$ cat src/video_encoder_mode_timing_pkg.sv
// Constants for the mode and timing register bank of the video encoder.
// Assumes one 27 MHz pixel clock domain and a two-wire serial host.
package video_encoder_mode_timing_pkg;

  // Register subaddresses on the serial interface.
  localparam logic [4:0] PIC_ADJ_OFFSET = 5'h07;
  localparam logic [4:0] IN_FMT_OFFSET = 5'h08;
  localparam logic [4:0] LIMITER_OFFSET = 5'h09;
  localparam logic [4:0] TIMING_MODE_OFFSET = 5'h0a;
  localparam logic [4:0] SYNC_SHAPE_OFFSET = 5'h0b;
  localparam int REG_COUNT = 5;

  // Values after reset.
  localparam logic [7:0] PIC_ADJ_RESET = 8'h00;
  localparam logic [7:0] IN_FMT_RESET = 8'h00;
  localparam logic [7:0] LIMITER_RESET = 8'h00;
  localparam logic [7:0] TIMING_MODE_RESET = 8'h00;
  localparam logic [7:0] SYNC_SHAPE_RESET = 8'h00;

  // Bit positions of the picture adjust and pin mode register.
  localparam int COLOR_CTRL_EN_BIT = 0;
  localparam int LUMA_CLIP_EN_BIT = 1;
  localparam int HUE_ADJ_EN_BIT = 2;
  localparam int BRIGHTNESS_EN_BIT = 3;
  localparam int SHARPNESS_EN_BIT = 4;
  localparam int SYNC_OUT_SEL_BIT = 5;
  localparam int SHARED_PIN_DIR_BIT = 6;
  localparam int SHARED_PIN_FUNC_SEL_BIT = 7;
  // Bit positions of the input format and processing register.
  localparam int PROG_SCAN_EN_BIT = 0;
  localparam int DOUBLE_BUF_EN_BIT = 2;
  localparam int WIDE_PORT_SEL_BIT = 3;
  localparam int TEN_BIT_PORT_SEL_BIT = 4;
  localparam int NOISE_REDUCE_EN_BIT = 5;
  localparam int GAMMA_EN_BIT = 6;
  localparam int GAMMA_CURVE_SEL_BIT = 7;
  // Bit positions of the limiter, burst and chroma delay register.
  localparam int UNDERSHOOT_LSB = 0;
  localparam int BB_LUMA_DAC_EN_BIT = 2;
  localparam int BB_Y_DAC_EN_BIT = 3;
  localparam int CHROMA_DELAY_LSB = 5;
  // Bit positions of the timing mode control register.
  localparam int MASTER_SLAVE_BIT = 0;
  localparam int TIMING_MODE_LSB = 1;
  localparam int BLANK_IN_CTRL_BIT = 3;
  localparam int LUMA_DELAY_LSB = 4;
  localparam int MIN_LUMA_BIT = 6;
  localparam int TIMING_RESET_BIT = 7;
  // Bit positions of the sync pulse shaping register.
  localparam int HSYNC_WIDTH_LSB = 0;
  localparam int HV_DELAY_LSB = 2;
  localparam int VSYNC_FIELD_LSB = 4;
  localparam int PIXEL_ADJUST_LSB = 6;

  // Encodings.
  localparam logic [2:0] LUMA_FILTER_EXTENDED = 3'h4;
  localparam logic [1:0] TIMING_MODE_1 = 2'h1;
  localparam logic [1:0] TIMING_MODE_2 = 2'h2;
  localparam logic [2:0] LUMA_DELAY_STEP = 3'h2;
  localparam int DELAY_DEPTH = 8;

  // Pixel port layouts: 8, 10, 16 and 20 bit.
  typedef enum logic [1:0] {PORT_8, PORT_10, PORT_16, PORT_20} port_mode_type;
  // Luma floor: none (sync bottom), 7 IRE below blank, or the three limiter levels.
  typedef enum logic [2:0] {
    FLOOR_SYNC_BOTTOM, FLOOR_MINUS_7, FLOOR_MINUS_1P5, FLOOR_MINUS_6, FLOOR_MINUS_11
  } luma_floor_type;

  typedef enum {
    SER_IDLE, SER_ADDR, SER_ADDR_ACK, SER_SUB, SER_SUB_ACK, SER_WDATA, SER_WDATA_ACK,
    SER_RDATA, SER_RDATA_ACK
  } serial_state_type;

endpackage : video_encoder_mode_timing_pkg

$ cat src/video_encoder_mode_timing_controls.sv
// Mode registers 7 to 9 and timing registers 0 and 1 of the video encoder, with the
// two-wire serial slave that reaches them and the small steering logic they drive.
// Assumes scl and sda come from pins (open-drain, resolved outside) and that the
// luma filter and oversampling selects arrive from other registers on core_clk.
`timescale 1ns/1ns
module video_encoder_mode_timing_controls
  import video_encoder_mode_timing_pkg::*;
#(
  parameter logic [6:0] DEVICE_ADDR = 7'h2a,  // Arbitrary value.
  parameter int DATA_W = 10
) (
  // Clock, reset, enable
  input wire logic core_clk,
  input wire logic rst,
  input wire logic ce,
  // Two-wire serial pins
  input wire logic scl_i,
  input wire logic sda_i,
  output logic sda_o,
  output logic sda_oe,
  // Settings held in other registers, same clock
  input wire logic [2:0] luma_filter_sel,
  input wire logic oversample_4x_sel,
  input wire logic field_start,
  // Sync sources and the shared multifunction pin
  input wire logic csync_src,
  input wire logic hsync_src,
  input wire logic clamp_src,
  input wire logic vsync_aux_src,
  input wire logic shared_pin_i,
  output logic sync_out_pin,
  output logic shared_pin_o,
  output logic shared_pin_oe,
  output logic teletext_in,
  // Delay paths
  input wire logic [DATA_W-1:0] luma_in,
  input wire logic [DATA_W-1:0] chroma_in,
  output logic [DATA_W-1:0] luma_out,
  output logic [DATA_W-1:0] chroma_out,
  // Processing controls
  output logic color_ctrl_en,
  output logic luma_clip_en,
  output logic hue_adj_en,
  output logic brightness_en,
  output logic sharpness_active,
  output logic prog_scan_en,
  output port_mode_type port_mode,
  output logic noise_reduce_en,
  output logic gamma_en,
  output logic gamma_curve_sel,
  output logic double_buf_active,
  output luma_floor_type luma_floor,
  output logic black_burst_luma_dac_en,
  output logic black_burst_y_dac_en,
  // Timing controls
  output logic master_slave_sel,
  output logic [1:0] timing_mode_sel,
  output logic blank_in_ctrl,
  output logic timing_counter_reset,
  output logic [1:0] hsync_width,
  output logic [1:0] hsync_vsync_delay,
  output logic [1:0] vsync_width,
  output logic [1:0] hsync_edge_pos,
  output logic [1:0] hsync_pixel_adjust
);

  // Pin synchronisers: three stages, a change counts when stages two and three agree.
  logic [2:0] scl_sync_q, sda_sync_q;
  logic scl_f_q, sda_f_q, scl_f_d, sda_f_d;

  always_comb begin
    scl_f_d = (scl_sync_q[1] == scl_sync_q[2]) ? scl_sync_q[2] : scl_f_q;
    sda_f_d = (sda_sync_q[1] == sda_sync_q[2]) ? sda_sync_q[2] : sda_f_q;
  end

  always_ff @(posedge core_clk or posedge rst) begin
    if (rst) begin
      scl_sync_q <= 3'h7;
      sda_sync_q <= 3'h7;
      scl_f_q <= 1'b1;
      sda_f_q <= 1'b1;
    end else if (ce) begin
      scl_sync_q <= {scl_sync_q[1:0], scl_i};
      sda_sync_q <= {sda_sync_q[1:0], sda_i};
      scl_f_q <= scl_f_d;
      sda_f_q <= sda_f_d;
    end
  end

  wire scl_rise = scl_f_d & ~scl_f_q;
  wire scl_fall = ~scl_f_d & scl_f_q;
  wire start_cond = scl_f_q & scl_f_d & sda_f_q & ~sda_f_d;
  wire stop_cond = scl_f_q & scl_f_d & ~sda_f_q & sda_f_d;

  // Serial slave and register file.
  serial_state_type state_q, state_d;
  logic [3:0] cnt_q, cnt_d;
  logic [7:0] shift_q, shift_d;
  logic [4:0] ptr_q, ptr_d;
  logic rw_q, rw_d, nack_q, nack_d, drive_low_q, drive_low_d;
  logic [7:0] regs_q [REG_COUNT];
  logic [7:0] regs_d [REG_COUNT];
  logic [7:0] rd_byte;
  logic [2:0] idx;
  logic mapped;

  always_comb begin
    idx = 3'(ptr_q - PIC_ADJ_OFFSET);
    mapped = (ptr_q >= PIC_ADJ_OFFSET) && (ptr_q <= SYNC_SHAPE_OFFSET);
    rd_byte = mapped ? regs_q[idx] : 8'h00;
  end

  always_comb begin
    state_d = state_q;
    cnt_d = cnt_q;
    shift_d = shift_q;
    ptr_d = ptr_q;
    rw_d = rw_q;
    nack_d = nack_q;
    drive_low_d = drive_low_q;
    regs_d = regs_q;
    if (start_cond) begin
      state_d = SER_ADDR;
      cnt_d = 4'h0;
      drive_low_d = 1'b0;
    end else if (stop_cond) begin
      state_d = SER_IDLE;
      drive_low_d = 1'b0;
    end else if (scl_rise) begin
      unique case (state_q)
        SER_ADDR, SER_SUB, SER_WDATA: begin
          shift_d = {shift_q[6:0], sda_f_q};
          cnt_d = cnt_q + 4'h1;
        end
        SER_RDATA_ACK: nack_d = sda_f_q;
        default: ;
      endcase
    end else if (scl_fall) begin
      unique case (state_q)
        SER_ADDR: if (cnt_q == 4'h8) begin
          if (shift_q[7:1] == DEVICE_ADDR) begin
            state_d = SER_ADDR_ACK;
            rw_d = shift_q[0];
            drive_low_d = 1'b1;
          end else begin
            state_d = SER_IDLE;
          end
        end
        SER_SUB, SER_WDATA: if (cnt_q == 4'h8) begin
          state_d = (state_q == SER_SUB) ? SER_SUB_ACK : SER_WDATA_ACK;
          drive_low_d = 1'b1;
          if (state_q == SER_SUB) begin
            ptr_d = shift_q[4:0];
          end else if (mapped) begin
            regs_d[idx] = shift_q;
          end
        end
        SER_ADDR_ACK, SER_RDATA_ACK: begin
          if (state_q == SER_RDATA_ACK && nack_q) begin
            state_d = SER_IDLE;
            drive_low_d = 1'b0;
          end else if (rw_q) begin
            state_d = SER_RDATA;
            shift_d = {rd_byte[6:0], 1'b0};
            drive_low_d = ~rd_byte[7];
            cnt_d = 4'h1;
          end else begin
            state_d = SER_SUB;
            drive_low_d = 1'b0;
            cnt_d = 4'h0;
          end
        end
        SER_SUB_ACK, SER_WDATA_ACK: begin
          state_d = SER_WDATA;
          drive_low_d = 1'b0;
          cnt_d = 4'h0;
          if (state_q == SER_WDATA_ACK) begin
            ptr_d = ptr_q + 5'h01;
          end
        end
        SER_RDATA: begin
          if (cnt_q == 4'h8) begin
            state_d = SER_RDATA_ACK;
            drive_low_d = 1'b0;
            ptr_d = ptr_q + 5'h01;
          end else begin
            drive_low_d = ~shift_q[7];
            shift_d = {shift_q[6:0], 1'b0};
            cnt_d = cnt_q + 4'h1;
          end
        end
        default: ;
      endcase
    end
  end

  always_ff @(posedge core_clk or posedge rst) begin
    if (rst) begin
      state_q <= SER_IDLE;
      cnt_q <= 4'h0;
      shift_q <= 8'h00;
      ptr_q <= 5'h00;
      rw_q <= 1'b0;
      nack_q <= 1'b0;
      drive_low_q <= 1'b0;
      regs_q[0] <= PIC_ADJ_RESET;
      regs_q[1] <= IN_FMT_RESET;
      regs_q[2] <= LIMITER_RESET;
      regs_q[3] <= TIMING_MODE_RESET;
      regs_q[4] <= SYNC_SHAPE_RESET;
    end else if (ce) begin
      state_q <= state_d;
      cnt_q <= cnt_d;
      shift_q <= shift_d;
      ptr_q <= ptr_d;
      rw_q <= rw_d;
      nack_q <= nack_d;
      drive_low_q <= drive_low_d;
      regs_q <= regs_d;
    end
  end

  // Open drain: the pin is only ever pulled low.
  assign sda_o = 1'b0;
  assign sda_oe = drive_low_q;

  // Plain register fields.
  wire [7:0] pic = regs_q[0];
  wire [7:0] fmt = regs_q[1];
  wire [7:0] lim = regs_q[2];
  wire [7:0] tmc = regs_q[3];
  wire [7:0] shp = regs_q[4];
  assign color_ctrl_en = pic[COLOR_CTRL_EN_BIT];
  assign luma_clip_en = pic[LUMA_CLIP_EN_BIT];
  assign hue_adj_en = pic[HUE_ADJ_EN_BIT];
  assign brightness_en = pic[BRIGHTNESS_EN_BIT];
  assign prog_scan_en = fmt[PROG_SCAN_EN_BIT];
  assign noise_reduce_en = fmt[NOISE_REDUCE_EN_BIT];
  assign gamma_en = fmt[GAMMA_EN_BIT];
  assign black_burst_luma_dac_en = lim[BB_LUMA_DAC_EN_BIT];
  assign black_burst_y_dac_en = lim[BB_Y_DAC_EN_BIT];
  assign master_slave_sel = tmc[MASTER_SLAVE_BIT];
  assign timing_mode_sel = tmc[TIMING_MODE_LSB +: 2];
  assign blank_in_ctrl = tmc[BLANK_IN_CTRL_BIT];
  assign hsync_width = shp[HSYNC_WIDTH_LSB +: 2];
  assign hsync_vsync_delay = shp[HV_DELAY_LSB +: 2];
  assign hsync_pixel_adjust = shp[PIXEL_ADJUST_LSB +: 2];

  // Derived steering, registered so every output leaves a flip-flop.
  logic sharp_q, sharp_d, sync_q, sync_d, pin_o_q, pin_o_d, pin_oe_q, pin_oe_d;
  logic ttx_q, ttx_d, curve_q, curve_d, dbuf_q, dbuf_d, arm_q, arm_d, trst_q, trst_d;
  logic tbit_q;
  port_mode_type port_q, port_d;
  luma_floor_type floor_q, floor_d;
  logic [1:0] vw_q, vw_d, he_q, he_d;

  always_comb begin
    sharp_d = pic[SHARPNESS_EN_BIT] && (luma_filter_sel == LUMA_FILTER_EXTENDED);
    sync_d = pic[SYNC_OUT_SEL_BIT] ? csync_src : hsync_src;
    pin_oe_d = pic[SHARED_PIN_DIR_BIT];
    pin_o_d = pic[SHARED_PIN_FUNC_SEL_BIT] ? clamp_src : vsync_aux_src;
    ttx_d = pic[SHARED_PIN_DIR_BIT] ? 1'b0 : shared_pin_i;
    unique case ({fmt[WIDE_PORT_SEL_BIT], fmt[TEN_BIT_PORT_SEL_BIT]})
      2'b00: port_d = PORT_8;
      2'b01: port_d = PORT_10;
      2'b10: port_d = PORT_16;
      2'b11: port_d = PORT_20;
    endcase
    dbuf_d = fmt[DOUBLE_BUF_EN_BIT] && !tmc[MASTER_SLAVE_BIT];
    curve_d = (!dbuf_q || field_start) ? fmt[GAMMA_CURVE_SEL_BIT] : curve_q;
    if (oversample_4x_sel && lim[UNDERSHOOT_LSB +: 2] != 2'h0) begin
      unique case (lim[UNDERSHOOT_LSB +: 2])
        2'h1: floor_d = FLOOR_MINUS_1P5;
        2'h2: floor_d = FLOOR_MINUS_6;
        default: floor_d = FLOOR_MINUS_11;
      endcase
    end else begin
      floor_d = tmc[MIN_LUMA_BIT] ? FLOOR_MINUS_7 : FLOOR_SYNC_BOTTOM;
    end
    arm_d = arm_q;
    trst_d = 1'b0;
    if (!tbit_q && tmc[TIMING_RESET_BIT]) begin
      arm_d = 1'b1;
    end else if (tbit_q && !tmc[TIMING_RESET_BIT] && arm_q) begin
      arm_d = 1'b0;
      trst_d = 1'b1;
    end
    vw_d = (timing_mode_sel == TIMING_MODE_2) ? shp[VSYNC_FIELD_LSB +: 2] : 2'h0;
    he_d = (timing_mode_sel == TIMING_MODE_1) ? shp[VSYNC_FIELD_LSB +: 2] : 2'h0;
  end

  always_ff @(posedge core_clk or posedge rst) begin
    if (rst) begin
      sharp_q <= 1'b0;
      sync_q <= 1'b0;
      pin_o_q <= 1'b0;
      pin_oe_q <= 1'b0;
      ttx_q <= 1'b0;
      port_q <= PORT_8;
      dbuf_q <= 1'b0;
      curve_q <= 1'b0;
      floor_q <= FLOOR_SYNC_BOTTOM;
      tbit_q <= 1'b0;
      arm_q <= 1'b0;
      trst_q <= 1'b0;
      vw_q <= 2'h0;
      he_q <= 2'h0;
    end else if (ce) begin
      sharp_q <= sharp_d;
      sync_q <= sync_d;
      pin_o_q <= pin_o_d;
      pin_oe_q <= pin_oe_d;
      ttx_q <= ttx_d;
      port_q <= port_d;
      dbuf_q <= dbuf_d;
      curve_q <= curve_d;
      floor_q <= floor_d;
      tbit_q <= tmc[TIMING_RESET_BIT];
      arm_q <= arm_d;
      trst_q <= trst_d;
      vw_q <= vw_d;
      he_q <= he_d;
    end
  end

  assign sharpness_active = sharp_q;
  assign sync_out_pin = sync_q;
  assign shared_pin_o = pin_o_q;
  assign shared_pin_oe = pin_oe_q;
  assign teletext_in = ttx_q;
  assign port_mode = port_q;
  assign double_buf_active = dbuf_q;
  assign gamma_curve_sel = curve_q;
  assign luma_floor = floor_q;
  assign timing_counter_reset = trst_q;
  assign vsync_width = vw_q;
  assign hsync_edge_pos = he_q;

  // Delay lines: tap k holds the input from k+1 cycles ago.
  logic [DATA_W-1:0] luma_tap_q [DELAY_DEPTH];
  logic [DATA_W-1:0] chroma_tap_q [DELAY_DEPTH];
  logic [DATA_W-1:0] luma_out_q, luma_out_d, chroma_out_q, chroma_out_d;
  logic [2:0] luma_sel, chroma_sel;

  genvar g;
  for (g = 0; g < DELAY_DEPTH; g++) begin : g_tap
    always_ff @(posedge core_clk or posedge rst) begin
      if (rst) begin
        luma_tap_q[g] <= '0;
        chroma_tap_q[g] <= '0;
      end else if (ce) begin
        luma_tap_q[g] <= (g == 0) ? luma_in : luma_tap_q[(g == 0) ? 0 : g - 1];
        chroma_tap_q[g] <= (g == 0) ? chroma_in : chroma_tap_q[(g == 0) ? 0 : g - 1];
      end
    end
  end

  always_comb begin
    // luma delay two cycles per step
    luma_sel = 3'(tmc[LUMA_DELAY_LSB +: 2] * LUMA_DELAY_STEP);
    luma_out_d = (luma_sel == 3'h0) ? luma_in : luma_tap_q[luma_sel - 3'h1];
    chroma_sel = lim[CHROMA_DELAY_LSB +: 3];
    chroma_out_d = chroma_tap_q[chroma_sel];
  end

  always_ff @(posedge core_clk or posedge rst) begin
    if (rst) begin
      luma_out_q <= '0;
      chroma_out_q <= '0;
    end else if (ce) begin
      luma_out_q <= luma_out_d;
      chroma_out_q <= chroma_out_d;
    end
  end

  assign luma_out = luma_out_q;
  assign chroma_out = chroma_out_q;

endmodule : video_encoder_mode_timing_controls

$ cat config.mk
export PLATFORM = sky130hd
export DESIGN_NAME = video_encoder_mode_timing_controls
export DESIGN_NICKNAME = d
export VERILOG_FILES = /design/src/video_encoder_mode_timing_pkg.sv /design/src/video_encoder_mode_timing_controls.sv
export SDC_FILE = /design/constraint.sdc
export NUM_CORES = 1
export LEC_CHECK = 0
export BUFFER_PORTS_ARGS = -buffer_cell sky130_fd_sc_hd__buf_2
export CAP_MARGIN = 25
export CORE_UTILIZATION = 30
export DETAILED_ROUTE_END_ITERATION = 10
export GPL_ROUTABILITY_DRIVEN = 0
export PLACE_DENSITY = 0.47
export SLEW_MARGIN = 10
export SYNTH_ARGS = -nofsm -noshare
export SYNTH_HDL_FRONTEND = slang
export SYNTH_SLANG_ARGS = --single-unit
export TNS_END_PERCENT = 20
$ cat constraint.sdc
create_clock -name core_clk -period 17.3 [get_ports core_clk]
set_clock_uncertainty 0.05 [all_clocks]
set_input_delay 1.73 -clock core_clk [delete_from_list [all_inputs] [get_ports core_clk]]
set_output_delay 1.73 -clock core_clk [all_outputs]
set_load 0.02 [all_outputs]
==> metrics.yaml, run 1 <==
status: "finished, violations left"
violations: "design-rule violations"
cts.sinks: 271
syn_avg_cell_area_sq_um: 13.2
root_buffer: "clkbuf_16"
multi_input_area_sq_um: 5400
antenna_found_initial: 0
synthCells: 953
worst_pin_slew_ns: 0.923
grt_pass1_vias: 7816
dp_cells: 1519
htreeDepth: 1
cts.repair.resized: 0
min_path_type: "reg -> reg"
p_leak_nw: 6.28
die_h_microns: 207
syn-num-nets: 997
finalCriticalPeriod_ns: 4.01
setup_viol: 0
routedWlPerCell_microns: 17.4
drt-pass1-iter-count: 7
reg2reg_to: "fmt[5]$_DFFE_PP0P_"
clkLatencyLatePin_ns: 0.58
max_slew_margin_pct: 38.4
irDropWorstVdd_v: 0.0000840
clockBufferDepth: 3
crit_arrival_ns: 4.42
grt_pass1_wl_microns: 44800
dieArea_sq_um: 42700
hold_slack_ns: 0.447
synth_warnings: 0
die_x_microns: 207
critPathKind: "in -> reg"
p_per_area_nw_per_um2: 129
track_usage_pct: 13.3
register_area_sq_um: 6790
fill_cells: 4062
hold_buffers: 0
worst_setup_path_start_kind: "input port"
cts_tree: "yes"
clock.fmax_ghz: 0.249
cts_setup_buffers: 0
rsz0062_at_grt: "no"
drc: 12
first_iter_violations: 352
overflow: 0
start_util_pct: 30.6
portBuffers: 91
row_count: 74
critPathLaunch: "ce"
synth_top_cell_area_share_pct: 52.4
hpwlAfterDp_microns: 16900
vias: 7759
holdPathStages: 1
yosysTopAreaCell: "dfrtp_1"
rr_worst_depth: 10
holdPathEnd: "luma_tap_q[63]$_DFFE_PP0P_"
hold_viol_final: 0
fin_cells: 1580
end_kind: "register"
finalCritPeriodShare_pct: 23.2
syn2layout_area_growth_pct: 16.3
top_level_ports: 93
grt_max_degree: 134
nets: 1068
synth-edff-count: 0
rrSetupSlack_ns: 14.17
coreArea_sq_um: 41100
ys_seq_area_share_pct: 54.0
synth_cell_types: 64
synthFlopType: "dfrtp_1"
ant_nets: 0
maxSlewViolCount: 0
syn_area_sq_um: 12600
r2r_start: "scl_f_q$_DFFE_PP1P_"
synthArstFlopShare_pct: 100
max-cap-violations: 0
drive_above_1_share_pct: 41.2
min-delay-start: "luma_tap_q[73]$_DFFE_PP0P_"
synth.area.top_cells: "dfrtp_1 (52%), mux2_2 (20%), mux4_2 (5.6%), mux2i_1 (2.2%), a21oi_1 (1.7%)"
drt_wl_total_microns: 27500
ys_ff_latch: 271
numCtsBuffers: 31
via_per_inst: 4.91
clkTransAtPathRegs_ns: 0.06
cp_max_fo: 101
worstPathRequired_ns: 17.71
fin_tns_setup_ns: 0
-- stage by stage --
| stage | util (%) | total power, mW | area (sq um) | setup WS, ns |
|---|---|---|---|---|
| after floorplan | - | 1.12 | 12600 | 8.07 |
| after global routing | 35.5 | 1.99 | 14600 | 13.12 |
| after global placement | 32.9 | 1.23 | 13500 | 12.69 |
| final | 35.5 | 1.88 | 14600 | 13.29 |
| after CTS | 35.4 | 1.91 | 14500 | 13.28 |
| after detailed placement | 32.9 | 1.23 | 13500 | 12.66 |
-- layout make-up --
class | instances | share of cell area (%)
Timing Repair Buffer | 106 | 4.21
Antenna cell | 1 | 0.0171
Tap cell | 532 | 4.56
Sequential cell | 271 | 46.5
Clock inverter | 11 | 0.993
Clock buffer | 45 | 6.08
Multi-Input combinational cell | 588 | 36.9
Inverter | 26 | 0.719
-- state kept, by name, summed over array words and instances, names as in the netlist, 3 cells and up --
signal        cells
chroma_out       10
chroma_tap_q     80
cnt_q             4
fmt               8
lim               8
luma_floor        3
luma_out         10
luma_tap_q       80
pic               8
ptr_q             5
scl_sync_q        3
sda_sync_q        3
shift_q           8
shp               8
state_q           4
tmc               8
-- cell usage in the layout, fill, tap and decap left out, types with 25 or more instances in the layout --
cell,count
mux4_2,31
inv_1,25
nand2_1,39
a21oi_1,43
o21ai_0,33
nor2_1,39
dfrtp_1,263
buf_2,91
clkbuf_16,31
mux2_2,225
mux2i_1,28
-- worst max path at each step --
stage                                              end  slack, ns
after CTS                           pic[4]$_DFFE_PP0P_      13.28
after global placement    chroma_tap_q[34]$_DFFE_PP0P_      12.69
after global routing      chroma_tap_q[64]$_DFFE_PP0P_      13.12
after floorplan                      arm_q$_DFFE_PP0P_       8.07
after detailed placement            pic[4]$_DFFE_PP0P_      12.66
final                     chroma_tap_q[24]$_DFFE_PP0P_      13.29
-- synthesized netlist by cell type (8+ instances only) --
cell type    n
nand2b_1    13
buf_4        9
mux2i_1     28
nor2_1      39
dfstp_2      8
inv_1       26
mux2_2     225
nand3_1     15
dfrtp_1    263
mux4_2      31
o31ai_1      9
o21ai_0     33
buf_1        9
nor2b_1     10
nand2_1     39
clkbuf_1    45
ha_1         9
a21oi_1     43
-- power by group --
part	internal (mW)	leakage [nW]	switching, mW
registers	0.758	3.32	0.101
clock network	0.400	0.514	0.263
logic	0.186	2.45	0.175
total	1.34	6.28	0.538
-- worst max-delay path, cell delays in order --
cell,delay (ns)
buf_8,0.46
buf_4,0.77
buf_4,0.82
mux2_2,0.42
-- routing by layer --
metal / GRT usage (%) / vias up / share of wire, %
li1: - / 3632 / -
met1: 18.9 / 3961 / 48
met2: 20.5 / 127 / 46
met3: 2.34 / 39 / 3.6
met4: 3.81 / 0 / 2.5
met5: 0 / - / 0
-- cells by family (layout without fill, tap and decap cells) --
kind of cell | count (synthesis) | in the layout | share of synthesized area (%)
simple gates | 162 | 162 | 7.39
fa+ha+maj | 9 | 9 | 0.896
buf+inv | 94 | 188 | 3.13
flops | 271 | 271 | 54.0
mux | 285 | 285 | 28.0
compound gates | 129 | 129 | 6.35
other cells | 1 | 2 | 0.0298
xor+xnor | 2 | 2 | 0.139
Note: power is estimated with default switching activity, not from simulation.
==> run 2, diff against run 1 <==
ABC_AREA = 1   (was not set)
PLACE_DENSITY = 0.46   (was 0.47)
clock period = 3.94 ns   (was 17.3 ns; I/O delays follow)
==> metrics.yaml, run 2 <==
drt_wl_total_microns: 33000  # +20%
synth_cell_types: 40  # -38%
numCtsBuffers: 31  # unchanged
syn2layout_area_growth_pct: 16.2  # about the same
crit_path_max_incr_delay_ns: 0.56  # -0.26 ns
clkLatencyLatePin_ns: 0.58  # about the same
p_per_area_nw_per_um2: 450  # +250%
synthTopCellsByCount: "nand2_1 (499), dfrtp_1 (263), o21ai_0 (233)"
clock.fmax_ghz: 0.391
drt-pass1-iter-count: 5  # -2
ys_seq_area_share_pct: 52.9  # -1.1 points
portBuffers: 91  # unchanged
coreArea_sq_um: 42000  # +2.3%
vias: 10297  # +33%
overflow: 0  # unchanged
critPathLaunch: "scl_f_q$_DFFE_PP1P_"
syn-num-nets: 1624  # +63%
dpl_cell_area_sq_um: 13700  # +1.2%
hold_slack_ns: 0.0228  # -0.424 ns
antenna_found_initial: 0  # unchanged
critPathKind: "reg -> reg"
grt_pass1_wl_microns: 55300  # +23%
p_leak_nw: 7.16  # +14%
max-cap-violations: 0  # unchanged
rsz0062_at_grt: "no"
ant_nets: 0  # unchanged
synthArstFlopShare_pct: 100  # unchanged
top_level_ports: 93  # unchanged
first_iter_violations: 617  # +75%
synthCells: 1580  # +66%
synthFlopType: "dfrtp_1"
finalCritPeriodShare_pct: 65.0
root_buffer: "clkbuf_16"
register_area_sq_um: 6790  # about the same
final_common_cell: "nand2_1"
clkTransAtPathRegs_ns: 0.06  # about the same
diodes: 0  # -1
holdPathStages: 3  # +2
die_h_microns: 209  # +1.0%
row_count: 75  # +1.4%
routedWlPerCell_microns: 15.0  # -14%
synth.most_common_cell: "nand2_1"
dieArea_sq_um: 43600  # +2.1%
track_usage_pct: 15.5  # +2.2 points
cts.sinks: 271  # unchanged
setup_viol: 0  # unchanged
syn_area_sq_um: 12800  # +2.1%
hold_viol_final: 0  # unchanged
rrSetupSlack_ns: 1.38  # -12.79 ns
max_slew_margin_pct: 40.1  # +1.6 points
reg_top3: "chroma_tap_q x80, luma_tap_q x80"
end_kind: "register"
worst_setup_path_start_kind: "register"
die_x_microns: 209  # +1.0%
synth-edff-count: 0  # unchanged
worstPathRequired_ns: 4.41  # -13.30 ns
min-delay-start: "chroma_in[9]"
drive_above_1_share_pct: 12.6  # -29 points
drc: 0  # -12
synth_warnings: 0  # unchanged
worst_pin_slew_ns: 0.899  # -0.0243 ns
htreeDepth: 1  # unchanged
holdPathEnd: "chroma_tap_q[79]$_DFFE_PP0P_"
clockBufferDepth: 3  # unchanged
total_power_mw: 6.72  # +260%
syn_avg_cell_area_sq_um: 8.12  # -38%
rr_worst_depth: 11  # +1
grt_max_degree: 221  # +65%
reg2reg_to: "shift_q[1]$_DFFE_PP0P_"
ys_ff_latch: 271  # unchanged
min_path_type: "in -> reg"
final_area_sq_um: 14900  # +2.1%
crit_arrival_ns: 3.03  # -1.39 ns
synth_top_cell_area_share_pct: 51.3  # -1.1 points
grt_pass1_vias: 10390  # +33%
irDropWorstVdd_v: 0.000316  # +280%
place_ws_ns: 1.36  # -11.30 ns
cts_tree: "yes"
via_per_inst: 4.67  # -4.8%
start_util_pct: 30.5  # -0.040 points
multi_input_area_sq_um: 4990  # -7.6%
setup_ws_ns: 1.38  # -11.91 ns
fill_cells: 4352  # +7.1%
final_cell_mix: "nand2_1 (499), dfrtp_1 (262), o21ai_0 (233)"
cp_max_fo: 16  # -84%
cp_slowest_cell: "dfstp_2"
nets: 1684  # +58%
yosysTopAreaCell: "dfrtp_1"
cpLargestDelayFamily: "simple AND/OR/NAND/NOR gates"
hpwlAfterDp_microns: 21100  # +25%
crit_buf_inv: 3  # unchanged
status: "complete, no violations"
r2r_start: "scl_f_q$_DFFE_PP1P_"
crit_chain: "inv_1 > a21oi_1 > ha_1 > inv_1 > nand2_2 > nor2_1 > nor2_1 > nand3_2 > inv_2 > nand2_1 > nand2_1"
synth.area.top_cells: "dfrtp_1 (51%), nand2_1 (15%), o21ai_0 (9.1%), inv_1 (4.4%), a21oi_1 (2.9%)"
maxSlewViolCount: 0  # unchanged
finalCriticalPeriod_ns: 2.56
[run 2: changes by cell type after synthesis, moves of 31 or more]
| cell | before | now |
|---|---|---|
| nand2_1 | 39 | 499 |
| mux2_2 | 225 | 1 |
| o21ai_0 | 33 | 233 |
| inv_1 | 26 | 150 |
| nand4_1 | 2 | 47 |
| nand3_1 | 15 | 47 |
| a21oi_1 | 43 | 74 |
| mux4_2 | 31 | 0 |
[run 2: kinds of logic after synthesis]
| group | after synthesis | share of synthesized area [%] |
|---|---|---|
| flip-flops | 271 | 52.9 |
| XOR/XNOR | 4 | 0.273 |
| AO/OA/AOI/OAI | 346 | 14.1 |
| AND/OR/NAND/NOR | 693 | 23.5 |
| buffers and inverters | 255 | 8.24 |
| adder cells (fa/ha/maj) | 9 | 0.877 |
| multiplexers | 1 | 0.0877 |
| other | 1 | 0.0292 |
[run 2: metrics by stage]
| stage | instances | TNS, ns | utilization [%] |
|---|---|---|---|
| 2_1_floorplan | 1580 | -20.75 | - |
| 3_3_place_gp | 2127 | 0 | 32.5 |
| 3_5_place_dp | 2127 | 0 | 32.5 |
| 4_1_cts | 2203 | 0 | 35.5 |
| 5_1_grt | 2203 | 0 | 35.5 |
| 6_report | 2203 | 0 | 35.5 |
[run 2: worst register-to-register path, delay by kind of cell, from the launching register on]
family | cells | cell delay (ns)
buffers and inverters | 3 | 0.42
adders and majority gates | 1 | 0.36
and+or+nand+nor | 6 | 0.86
DFF | 1 | 0.56
AOI/OAI and AO/OA | 1 | 0.28
[run 2: area by class of cell]
class,instances,area share [%]
Inverter,158,4.04
Clock buffer,44,6.20
Clock inverter,13,0.831
Tap cell,539,4.52
Timing Repair Buffer,124,5.41
Multi-Input combinational cell,1054,33.4
Sequential cell,271,45.6
[run 2: layer usage]
metal / wire, microns / part of all wire [%] / GRT usage (%)
met1: 15700 / 48 / 21.1
met2: 15300 / 47 / 25.3
met3: 1130 / 3.4 / 2.30
met4: 835 / 2.5 / 4.87
met5: 0 / 0 / 0
[run 2: repair_timing]
item | CTS | global route
setup endpoints to repair | 0 | 0
hold buffers | 19 | 0
hold endpoints to repair | 39 | 0
buffers inserted | 0 | 0
gates resized for setup | 0 | 0
[run 2: worst max-delay path by stage]
stage                                         to  slack, ns  cells after the start
after floorplan                arm_q$_DFFE_PP0P_      -0.08                      1
after global placement    shift_q[7]$_DFFE_PP0P_       1.46                     11
after detailed placement  shift_q[1]$_DFFE_PP0P_       1.36                     11
after CTS                 shift_q[1]$_DFFE_PP0P_       1.36                     11
after global routing      shift_q[1]$_DFFE_PP0P_       1.05                     11
final                     shift_q[1]$_DFFE_PP0P_       1.38                     11
[run 2: power by group]
| group | internal [mW] | switching (mW) |
|---|---|---|
| Clock | 1.75 | 1.17 |
| Sequential | 3.05 | 0.142 |
| Combinational | 0.198 | 0.401 |
| Total | 5.00 | 1.72 |
